$ cat src/core/dsr_defs.svh
// register map, field positions, reset values and timing counts
// assumes: included by bare name, one 10 MHz system clock
`ifndef DSR_DEFS_SVH
`define DSR_DEFS_SVH
// register indices; byte address is four times the index
`define DSR_IDX_STCTL   8'h24
`define DSR_IDX_TALLY   8'h25
`define DSR_IDX_SCLHI   8'h26
`define DSR_IDX_SCLLO   8'h27
`define DSR_IDX_DPCFG   8'h28
`define DSR_IDX_RXPC    8'h34
`define DSR_IDX_IRQST   8'h38
`define DSR_IDX_IRQMSK  8'h39
// reset values
`define DSR_RST_STCTL   8'h08
`define DSR_RST_TALLY   8'h00
`define DSR_RST_SCLHI   8'h83
`define DSR_RST_SCLLO   8'h84
`define DSR_RST_DPCFG   8'h20
`define DSR_RST_RXPC    8'h00
`define DSR_RST_IRQMSK  4'h0
// writable masks; reserved bits stay zero
`define DSR_WMSK_DPCFG  8'hBF
`define DSR_WMSK_RXPC   8'h08
// fields
`define DSR_ST_EN       0
`define DSR_ST_SRC_HI   2
`define DSR_ST_SRC_LO   1
`define DSR_ST_PINCFG   3
`define DSR_DP_KEEP     7
`define DSR_DP_VOFF     5
`define DSR_DP_TWOLN    4
`define DSR_DP_ALTAUD   3
`define DSR_DP_AUDOFF   2
`define DSR_DP_VID28    1
`define DSR_DP_SURR     0
`define DSR_RXPC_P1SEL  3
// interrupt status bits
`define DSR_IRQ_STERR   0
`define DSR_IRQ_FCLOAD  1
`define DSR_IRQ_RMTDONE 2
`define DSR_IRQ_TGTREL  3
// remote serializer clock source offset
`define DSR_RMT_CLKSRC  8'h14
// timing
`define DSR_TICK_NS     50
`define DSR_CLK_NS      100
`define DSR_TICK_CYC    ((`DSR_TICK_NS + `DSR_CLK_NS - 1) / `DSR_CLK_NS)
`endif

$ cat src/core/dsr_pkg.sv
// types shared by the register slice
// assumes: constants come from dsr_defs.svh
package dsr_pkg;
  typedef struct packed {
    logic        psel;
    logic        penable;
    logic        pwrite;
    logic [11:0] paddr;
    logic [31:0] pwdata;
  } dsr_apb_req_t;
  typedef struct packed {
    logic [31:0] prdata;
    logic        pready;
    logic        pslverr;
  } dsr_apb_rsp_t;
  typedef struct packed {
    logic       req;
    logic [7:0] addr;
    logic [7:0] data;
  } dsr_rmt_wr_t;
  typedef struct packed {
    logic video_on;
    logic video_off;
    logic ctrl_ch_on;
    logic two_lane_rx;
    logic video28;
    logic surround;
  } dsr_dp_out_t;
  typedef enum logic [1:0] {SCL_IDLE, SCL_HIGH, SCL_LOW} dsr_scl_st_t;
endpackage : dsr_pkg

$ cat src/core/dsr_regs.sv
// deserializer self-test, i2c scl timing and datapath register slice
// assumes: apb master on I_SYS_CLK; link, audio and i2c target logic on the same clock;
// only I_SELFTEST_PIN and I_SCL_IN come from outside and are synchronised here
//
// How it works
// - self-test enable copies clock source to remote
// - bit 0 starts self-test, resets to zero
// - error tally shows port picked by selector
// - scl high lasts high width ticks
// - high width resets to 0x83
// - scl low lasts low width, reset 0x84
// - target uses low width as setup delay
// - keep-local bit blocks forward channel reload
// - bit 5 flags no video, control stays up
// - bit 4 gives lane mode for auto-detect
// - bit 3 routes audio onto gpio pins
// - bit 2 switches serial audio off except on gpio0
// - bit 1 selects 28-bit video
// - bit 0 enables surround audio
// - pin-config zero uses register self-test bits
//
// Local design decision: the APB interface to the registers.
`include "dsr_defs.svh"
`timescale 1ns/1ps
`default_nettype none
module dsr_regs (
  input  wire logic                 I_SYS_CLK,
  input  wire logic                 I_RESETN,
  input  wire dsr_pkg::dsr_apb_req_t I_APB,
  output var  dsr_pkg::dsr_apb_rsp_t O_APB,
  output logic                      O_IRQ,
  input  wire logic                 I_SELFTEST_PIN,
  output logic                      O_SELFTEST_EN,
  output var  dsr_pkg::dsr_rmt_wr_t O_RMT_WR,
  input  wire logic                 I_RMT_ACK,
  input  wire logic [1:0]           I_ST_ERR,
  input  wire logic                 I_CTRL_RUN,
  input  wire logic                 I_SCL_IN,
  output logic                      O_SCL_OUT,
  output logic                      O_SCL_OE_N,
  input  wire logic                 I_TGT_HOLD,
  input  wire logic                 I_TGT_DATA_RDY,
  output logic                      O_TGT_RELEASE,
  input  wire logic                 I_FC_LOAD,
  input  wire logic [7:0]           I_FC_DATA,
  input  wire logic                 I_AUTO_DETECT,
  input  wire logic                 I_FORCE_TWO_LANE,
  output var  dsr_pkg::dsr_dp_out_t O_DP,
  input  wire logic [1:0]           I_GPIO_OUT,
  input  wire logic                 I_AUD_WCLK,
  input  wire logic                 I_AUD_SD,
  input  wire logic                 I_AUD_SURR_SD,
  output logic [1:0]                O_GPIO,
  output logic                      O_AUD_SD,
  output logic                      O_AUD_SURR_SD
);
  import dsr_pkg::*;

  logic [7:0]  stctl_q;
  logic [7:0]  sclhi_q;
  logic [7:0]  scllo_q;
  logic [7:0]  dpcfg_q;
  logic [7:0]  rxpc_q;
  logic [3:0]  irq_st_q;
  logic [3:0]  irq_msk_q;
  logic [3:0]  irq_set;
  logic [7:0]  tally_q [2];
  logic [1:0]  pin_sync_q;
  logic [1:0]  scl_sync_q;
  logic        st_en_prev_q;
  logic        st_en_eff;
  logic [1:0]  st_src_eff;
  logic        st_start;
  logic [7:0]  idx;
  logic        addr_ok;
  logic        wr_en;
  logic        rd_clr;
  logic [7:0]  rd_val;
  logic        hit;
  logic [3:0]  tick_cnt_q;
  logic        tick;
  dsr_scl_st_t scl_st_q;
  logic [7:0]  scl_cnt_q;
  logic        tgt_hold_q;
  logic        tgt_run_q;
  logic [7:0]  tgt_cnt_q;
  logic        tgt_done;

  // apb decode; only word-aligned addresses are mapped
  assign idx     = I_APB.paddr[9:2];
  assign addr_ok = (I_APB.paddr[1:0] == 2'h0) && (I_APB.paddr[11:10] == 2'h0);
  assign wr_en   = I_APB.psel && I_APB.penable && I_APB.pwrite && O_APB.pready;
  // the clear uses the word already returned, so later events are kept
  assign rd_clr  = I_APB.psel && I_APB.penable && !I_APB.pwrite && O_APB.pready &&
                   (idx == `DSR_IDX_IRQST) && addr_ok;

  always_comb begin
    hit    = addr_ok;
    rd_val = 8'h00;
    case (idx)
      `DSR_IDX_STCTL:  rd_val = stctl_q;
      `DSR_IDX_TALLY:  rd_val = tally_q[rxpc_q[`DSR_RXPC_P1SEL]];
      `DSR_IDX_SCLHI:  rd_val = sclhi_q;
      `DSR_IDX_SCLLO:  rd_val = scllo_q;
      `DSR_IDX_DPCFG:  rd_val = dpcfg_q;
      `DSR_IDX_RXPC:   rd_val = rxpc_q;
      `DSR_IDX_IRQST:  rd_val = {4'h0, irq_st_q};
      `DSR_IDX_IRQMSK: rd_val = {4'h0, irq_msk_q};
      default:         hit = 1'b0;
    endcase
  end

  // zero-wait slave: data latched in setup, pready in the single access cycle
  always_ff @(posedge I_SYS_CLK or negedge I_RESETN) begin
    if (!I_RESETN) begin
      O_APB <= '0;
    end else if (I_APB.psel && !I_APB.penable && !O_APB.pready) begin
      O_APB.pready  <= 1'b1;
      O_APB.pslverr <= !hit;
      O_APB.prdata  <= hit ? {24'h000000, rd_val} : 32'h00000000;
    end else begin
      O_APB.pready  <= 1'b0;
      O_APB.pslverr <= 1'b0;
    end
  end

  // control registers; tally is read-only so has no write path
  always_ff @(posedge I_SYS_CLK or negedge I_RESETN) begin
    if (!I_RESETN) begin
      stctl_q   <= `DSR_RST_STCTL;
      sclhi_q   <= `DSR_RST_SCLHI;
      scllo_q   <= `DSR_RST_SCLLO;
      rxpc_q    <= `DSR_RST_RXPC;
      irq_msk_q <= `DSR_RST_IRQMSK;
    end else if (wr_en && addr_ok) begin
      case (idx)
        // bits 7:4 are only stored; nothing in this slice reads them
        `DSR_IDX_STCTL:  stctl_q   <= I_APB.pwdata[7:0];
        // no floor enforced; values under 0x07 are software's fault
        `DSR_IDX_SCLHI:  sclhi_q   <= I_APB.pwdata[7:0];
        `DSR_IDX_SCLLO:  scllo_q   <= I_APB.pwdata[7:0];
        `DSR_IDX_RXPC:   rxpc_q    <= I_APB.pwdata[7:0] & `DSR_WMSK_RXPC;
        `DSR_IDX_IRQMSK: irq_msk_q <= I_APB.pwdata[3:0];
        default: ;
      endcase
    end
  end

  // datapath config: local write tested first, so it wins over a forward channel reload the same cycle
  always_ff @(posedge I_SYS_CLK or negedge I_RESETN) begin
    if (!I_RESETN) begin
      dpcfg_q <= `DSR_RST_DPCFG;
    end else if (wr_en && addr_ok && idx == `DSR_IDX_DPCFG) begin
      dpcfg_q <= I_APB.pwdata[7:0] & `DSR_WMSK_DPCFG;
    end else if (I_FC_LOAD && !dpcfg_q[`DSR_DP_KEEP]) begin
      dpcfg_q <= {dpcfg_q[7], 1'b0, I_FC_DATA[5:0]};
    end
  end

  // two-flop synchronisers for pins
  // scl resets high like the idle pulled-up line, so no false low after reset
  always_ff @(posedge I_SYS_CLK or negedge I_RESETN) begin
    if (!I_RESETN) begin
      pin_sync_q <= 2'h0;
      scl_sync_q <= 2'h3;
    end else begin
      pin_sync_q <= {pin_sync_q[0], I_SELFTEST_PIN};
      scl_sync_q <= {scl_sync_q[0], I_SCL_IN};
    end
  end

  // pin mode takes enable from the strap pin, clock source defaults to zero
  assign st_en_eff  = stctl_q[`DSR_ST_PINCFG] ? pin_sync_q[1]
                                              : stctl_q[`DSR_ST_EN];
  assign st_src_eff = stctl_q[`DSR_ST_PINCFG] ? 2'h0
                      : stctl_q[`DSR_ST_SRC_HI:`DSR_ST_SRC_LO];
  assign st_start   = st_en_eff && !st_en_prev_q;
  // previous value resets low like the enable, so reset makes no false start

  always_ff @(posedge I_SYS_CLK or negedge I_RESETN) begin
    if (!I_RESETN) begin
      st_en_prev_q  <= 1'b0;
      O_SELFTEST_EN <= 1'b0;
    end else begin
      st_en_prev_q  <= st_en_eff;
      O_SELFTEST_EN <= st_en_eff;
    end
  end

  // remote write held until the link acknowledges it
  // a new start while one is pending replaces it; only the latest source matters
  always_ff @(posedge I_SYS_CLK or negedge I_RESETN) begin
    if (!I_RESETN) begin
      O_RMT_WR <= '0;
    end else if (st_start) begin
      O_RMT_WR.req  <= 1'b1;
      O_RMT_WR.addr <= `DSR_RMT_CLKSRC;
      O_RMT_WR.data <= {6'h00, st_src_eff};
    end else if (I_RMT_ACK) begin
      O_RMT_WR.req <= 1'b0;
    end
  end

  // per-port error tallies, cleared at each self-test start, saturating
  // saturating keeps a long run from wrapping back to a clean-looking count
  for (genvar p = 0; p < 2; p++) begin : g_tally
    always_ff @(posedge I_SYS_CLK or negedge I_RESETN) begin
      if (!I_RESETN) begin
        tally_q[p] <= `DSR_RST_TALLY;
      end else if (st_start) begin
        tally_q[p] <= `DSR_RST_TALLY;
      end else if (st_en_eff && I_ST_ERR[p] && tally_q[p] != 8'hFF) begin
        tally_q[p] <= tally_q[p] + 8'h01;
      end
    end
  end

  // the clock is slower than the 50 ns tick, so a tick spans a whole cycle
  // and scl widths come out twice the nominal time; accepted, no faster clock
  // exists here, and the divider stays so a faster clock only edits the count
  assign tick = (tick_cnt_q == 4'(`DSR_TICK_CYC - 1));

  always_ff @(posedge I_SYS_CLK or negedge I_RESETN) begin
    if (!I_RESETN) begin
      tick_cnt_q <= 4'h0;
    end else if (tick) begin
      tick_cnt_q <= 4'h0;
    end else begin
      tick_cnt_q <= tick_cnt_q + 4'h1;
    end
  end

  // controller scl: high phase waits while a target stretches the line
  always_ff @(posedge I_SYS_CLK or negedge I_RESETN) begin
    if (!I_RESETN) begin
      scl_st_q  <= SCL_IDLE;
      scl_cnt_q <= 8'h00;
    end else begin
      case (scl_st_q)
        SCL_IDLE: begin
          if (I_CTRL_RUN && !tgt_hold_q) begin
            scl_st_q  <= SCL_HIGH;
            scl_cnt_q <= sclhi_q;
          end
        end
        SCL_HIGH: begin
          // a stretching target freezes the count until the line reads high
          if (tick && scl_sync_q[1]) begin
            if (scl_cnt_q <= 8'h01) begin
              scl_st_q  <= SCL_LOW;
              scl_cnt_q <= scllo_q;
            end else begin
              scl_cnt_q <= scl_cnt_q - 8'h01;
            end
          end
        end
        SCL_LOW: begin
          if (tick) begin
            if (scl_cnt_q <= 8'h01) begin
              scl_st_q  <= I_CTRL_RUN ? SCL_HIGH : SCL_IDLE;
              scl_cnt_q <= sclhi_q;
            end else begin
              scl_cnt_q <= scl_cnt_q - 8'h01;
            end
          end
        end
        default: scl_st_q <= SCL_IDLE;
      endcase
    end
  end

  // target stretch: after data is ready, wait the low width then let scl go
  // the release pulse and the dropped hold leave in the same registered cycle
  assign tgt_done = tgt_run_q && tick && (tgt_cnt_q <= 8'h01);

  always_ff @(posedge I_SYS_CLK or negedge I_RESETN) begin
    if (!I_RESETN) begin
      tgt_hold_q    <= 1'b0;
      tgt_run_q     <= 1'b0;
      tgt_cnt_q     <= 8'h00;
      O_TGT_RELEASE <= 1'b0;
    end else begin
      O_TGT_RELEASE <= tgt_done;
      if (tgt_done) begin
        tgt_hold_q <= 1'b0;
        tgt_run_q  <= 1'b0;
      end else if (tgt_run_q && tick) begin
        tgt_cnt_q <= tgt_cnt_q - 8'h01;
      end else if (tgt_hold_q && I_TGT_DATA_RDY && !tgt_run_q) begin
        tgt_run_q <= 1'b1;
        tgt_cnt_q <= scllo_q;
      end else if (I_TGT_HOLD) begin
        tgt_hold_q <= 1'b1;
      end
    end
  end

  // open drain: only ever pulls low
  // releasing the enable lets the pull-up raise the line
  always_ff @(posedge I_SYS_CLK or negedge I_RESETN) begin
    if (!I_RESETN) begin
      O_SCL_OUT  <= 1'b0;
      O_SCL_OE_N <= 1'b1;
    end else begin
      O_SCL_OUT  <= 1'b0;
      O_SCL_OE_N <= !((scl_st_q == SCL_LOW) || (tgt_hold_q && !tgt_done));
    end
  end

  // datapath outputs
  // control channel stays up whatever the video bit says
  always_ff @(posedge I_SYS_CLK or negedge I_RESETN) begin
    if (!I_RESETN) begin
      O_DP <= '0;
    end else begin
      O_DP.video_off   <= dpcfg_q[`DSR_DP_VOFF];
      O_DP.video_on    <= !dpcfg_q[`DSR_DP_VOFF];
      O_DP.ctrl_ch_on  <= 1'b1;
      O_DP.two_lane_rx <= I_AUTO_DETECT ? dpcfg_q[`DSR_DP_TWOLN]
                                        : I_FORCE_TWO_LANE;
      O_DP.video28     <= dpcfg_q[`DSR_DP_VID28];
      O_DP.surround    <= dpcfg_q[`DSR_DP_SURR];
    end
  end

  // audio routing; gpio1 carries word clock, gpio0 serial data
  // surround also obeys audio-off, so one write silences O_AUD_SD and O_AUD_SURR_SD but not serial data routed to gpio0
  always_ff @(posedge I_SYS_CLK or negedge I_RESETN) begin
    if (!I_RESETN) begin
      O_GPIO        <= 2'h0;
      O_AUD_SD      <= 1'b0;
      O_AUD_SURR_SD <= 1'b0;
    end else begin
      O_GPIO        <= dpcfg_q[`DSR_DP_ALTAUD] ? {I_AUD_WCLK, I_AUD_SD}
                                               : I_GPIO_OUT;
      O_AUD_SD      <= I_AUD_SD && !dpcfg_q[`DSR_DP_AUDOFF];
      O_AUD_SURR_SD <= I_AUD_SURR_SD && !dpcfg_q[`DSR_DP_AUDOFF]
                       && dpcfg_q[`DSR_DP_SURR];
    end
  end

  // sticky status, read clears; a new event in the clearing cycle survives
  assign irq_set[`DSR_IRQ_STERR]   = st_en_eff && (I_ST_ERR != 2'h0);
  assign irq_set[`DSR_IRQ_FCLOAD]  = I_FC_LOAD && !dpcfg_q[`DSR_DP_KEEP];
  assign irq_set[`DSR_IRQ_RMTDONE] = O_RMT_WR.req && I_RMT_ACK;
  assign irq_set[`DSR_IRQ_TGTREL]  = tgt_done;

  // one sticky bit per event; set is tested first so it wins over the clear
  for (genvar b = 0; b < 4; b++) begin : g_irq
    always_ff @(posedge I_SYS_CLK or negedge I_RESETN) begin
      if (!I_RESETN) begin
        irq_st_q[b] <= 1'b0;
      end else if (irq_set[b]) begin
        irq_st_q[b] <= 1'b1;
      end else if (rd_clr && O_APB.prdata[b]) begin
        irq_st_q[b] <= 1'b0;
      end
    end
  end

  // level interrupt, one cycle behind the status it summarises
  always_ff @(posedge I_SYS_CLK or negedge I_RESETN) begin
    if (!I_RESETN) begin
      O_IRQ <= 1'b0;
    end else begin
      O_IRQ <= |(irq_st_q & irq_msk_q);
    end
  end

endmodule : dsr_regs
`default_nettype wire
$ cat config.mk
export PLATFORM = sky130hd
export DESIGN_NAME = dsr_regs
export DESIGN_NICKNAME = d
export VERILOG_FILES = /design/src/core/dsr_pkg.sv /design/src/core/dsr_regs.sv
export VERILOG_INCLUDE_DIRS = /design/src /design/src/core
export SDC_FILE = /design/constraint.sdc
export NUM_CORES = 1
export LEC_CHECK = 0
export BUFFER_PORTS_ARGS = -buffer_cell sky130_fd_sc_hd__buf_2
export CORE_MARGIN = 2
export CORE_UTILIZATION = 55
export DETAILED_ROUTE_END_ITERATION = 8
export PLACE_DENSITY = 0.81
export REMOVE_ABC_BUFFERS = 1
export SETUP_SLACK_MARGIN = 0.3
export SYNTH_ARGS = -nofsm -noshare
export SYNTH_HDL_FRONTEND = slang
export SYNTH_SLANG_ARGS = --single-unit
$ cat constraint.sdc
create_clock -name I_SYS_CLK -period 2.92 [get_ports I_SYS_CLK]
set_input_delay 0.584 -clock I_SYS_CLK [delete_from_list [all_inputs] [get_ports I_SYS_CLK]]
set_output_delay 0.584 -clock I_SYS_CLK [all_outputs]
set_load 0.05 [all_outputs]
==> impl_results.md <==
* Final Cell Area at 6650 um^2
* GPL Wtd Cong at 0.910
* I/O pins at 139
* RSZ-0062 raised after global routing: no
* # DRC at 0
* Hold WS at 62.3 ps
* Setup TNS at 0 ps
* Max-slew violations at 0
* Commonest non-fill, non-tap cell in the layout: dfrtp_1
* R2R Setup Slk at 590 ps
* Pleak at 3.04 nW
* Worst-path clk slew at 110 ps
* CTS sink cnt at 112
* Commonest cells after routing, fill and taps aside: dfrtp_1 (102), buf_2 (74), nor2_1 (50)
* Longest Clk Path Bufs at 2
* Share of cells above drive strength 1 at 25.9%
* Vias at 4712
* VDD IR max at 0.454 mV
* Critical-path top delay cell: or4_1
* Number of global-route vias before repair at 4526
* Setup slack after layout at 588 ps
* WL final at 14.2 mm
* Worst-path cell chain: or4_1, nor3_4, a31oi_1, a21oi_2, mux2_1
* Delay-heaviest family, CP: simple AND/OR/NAND/NOR gates
* Outcome: finished, final reports clean
* CP endpoint kind: flip-flop
* Crit path max fanout at 10
* Flip-flop and latch area at 2820 um^2
* Skew-Pair Late Insertion Delay at 380 ps
* Port buffer count at 75
* Die Area at 11900 um^2
* Final worst-path cycle share at 79.9%
* Startpoint types: flip-flop
* Overall Power at 4.23 mW
* Total CTS buffers at 9
* Avg Inst Size Synth at 10.5 um^2
* Final cell count without fillers at 797
* Starting Density at 56.2%
* Nets at 737
* Die Width at 109 um
* Endpoints failing setup at 0
* Root buf cell: clkbuf_8
* Syn Inst Count at 580
* Resized Gates After CTS at 0
* Number of synthesized flops with an enable pin at 0
* Hold buffers post-CTS at 0
* Starting DRC count in detailed routing at 253
* Multi-input gate area at 2930 um^2
* H-tree Lvls at 3
* Yosys reg bits at 112
* Slew @ Worst Pin at 770 ps
* Cell Rows at 38
* DP HPWL at 10.4 mm
* All-layer global routing usage at 25.0%
* Post-route minimum period at 2330 ps
* Initial antenna violation count at 0
* Vias/cell at 5.91
* R2R Path Start: scl_cnt_q[4]
* Critical path class: reg -> reg
* Yosys cell types at 68
* DRT antenna net count at 0
* Largest net degree at the start of global routing at 58
* Pre-CTS WS at 446 ps
* Avg WL per Cell at 17.8 um
* Final hold vios at 0
* Cell Area, Placed at 6450 um^2
* Area Overhead vs Synth at 9.68%
* Pwr Density at 635 nW/um^2
* Peak Freq at 429 MHz
* R2R cell count at 5
* Commonest register cell after synthesis: dfrtp_1
* TritonCTS clock tree: yes
* Setup Buffers After CTS at 0
* Worst reg2reg endpoint: scl_st_q[0]
* Mapped Area at 6060 um^2
* Filler Cell Count at 899
* Final core utilization at 61.6%
* Hold Path Class: in -> async
* # placed instances at 781
* Max cap viols at 0
* GR Overflow Total at 0
* Yosys warnings at 0
* Die Ht at 109 um
* Area of the core at 10800 um^2
* Router iterations before antenna repair at 5
* Number of diodes at 0
* WP data arrival at 2600 ps
* Rel. slew slack at 48.5%
* Ys async rst share at 100%
* Skew final at 11.0 ps
* CP peak stage delay at 770 ps
* Register area share after synthesis at 46.4%
* CP bufs+invs at 0
* Global-route wire length before repair at 22.8 mm
* CP required at 3190 ps
-- metal layers --
layer | track usage [%] | vias to the layer above | wire length (um)
met4 | 7.88 | 0 | 342
met2 | 41.7 | 190 | 6990
met1 | 32.2 | 2323 | 5890
met5 | 0 | - | 0
li1 | - | 2170 | -
met3 | 6.16 | 29 | 975
-- flip-flops by register name, summed over array words and instances, names as in the netlist, 4 cells and up --
signal / flops
O_APB: 10
O_DP: 6
O_RMT_WR: 4
dpcfg_q: 7
irq_msk_q: 4
irq_st_q: 4
scl_cnt_q: 8
sclhi_q: 8
scllo_q: 8
stctl_q: 8
tally_q: 16
tgt_cnt_q: 8
tick_cnt_q: 4
-- final cells by class --
class                           instances  share of cell area [%]
Sequential cell                       112                    42.3
Tap cell                              140                    2.63
Clock inverter                          6                   0.922
Clock buffer                           10                    2.07
Timing Repair Buffer                   84                    6.89
Multi-Input combinational cell        426                    44.1
Inverter                               19                    1.07
-- where the power goes --
part / switching, mW / internal [mW]
registers: 0.182 / 1.74
clock network: 0.577 / 0.354
logic: 0.897 / 0.479
-- worst max path at each step --
stage / from / endpoint / cells after the start / slack (ps)
after global placement: I_APB[41] / sclhi_q[4] / 6 / 480
after detailed placement: I_APB[33] / dpcfg_q[7] / 5 / 450
after floorplan: I_APB[36] / sclhi_q[2] / 5 / 560
after CTS: scl_cnt_q[4] / scl_st_q[0] / 5 / 590
after global routing: scl_cnt_q[4] / scl_st_q[0] / 5 / 510
final: scl_cnt_q[4] / scl_st_q[0] / 5 / 590
-- synth_stat cells, drive strengths merged (2+ instances only) --
cell | n | area (um^2)
o311ai | 2 | 17.5
o21ai | 30 | 150
nand3b | 5 | 37.5
nor2 | 52 | 200
nor2b | 7 | 43.8
dfstp | 10 | 263
nand4 | 10 | 77.6
mux4 | 2 | 45.0
xnor2 | 10 | 87.6
a21oi | 29 | 149
o2111ai | 2 | 17.5
buf | 43 | 320
inv | 19 | 71.3
a22o | 5 | 43.8
ha | 12 | 150
o211ai | 4 | 30.0
a22oi | 14 | 105
nand4bb | 2 | 22.5
o31ai | 2 | 15.0
conb | 2 | 7.51
mux2i | 18 | 180
or4 | 5 | 37.5
o21a | 2 | 15.0
a41oi | 4 | 35.0
or2 | 2 | 12.5
mux2 | 39 | 469
a31oi | 11 | 68.8
or3 | 6 | 37.5
nand2b | 7 | 43.8
nand2 | 34 | 128
nor3 | 16 | 103
clkbuf | 16 | 60.1
nor4 | 11 | 90.1
o22ai | 7 | 43.8
nand3 | 12 | 72.6
and3 | 4 | 30.0
nor3b | 4 | 57.6
xor2 | 4 | 35.0
dfrtp | 102 | 2550
-- logic make-up (layout without fill, tap and decap cells) --
kind of cell,count (synthesis),in the layout,synth area share (%)
compound gates,121,121,12.9
xor+xnor,14,14,2.02
fa+ha+maj,12,12,2.48
buf+inv,78,119,7.45
flops,112,112,46.4
mux,59,59,11.5
other cells,2,38,0.124
simple gates,182,182,17.2
Power figures use the tool's default switching activity.
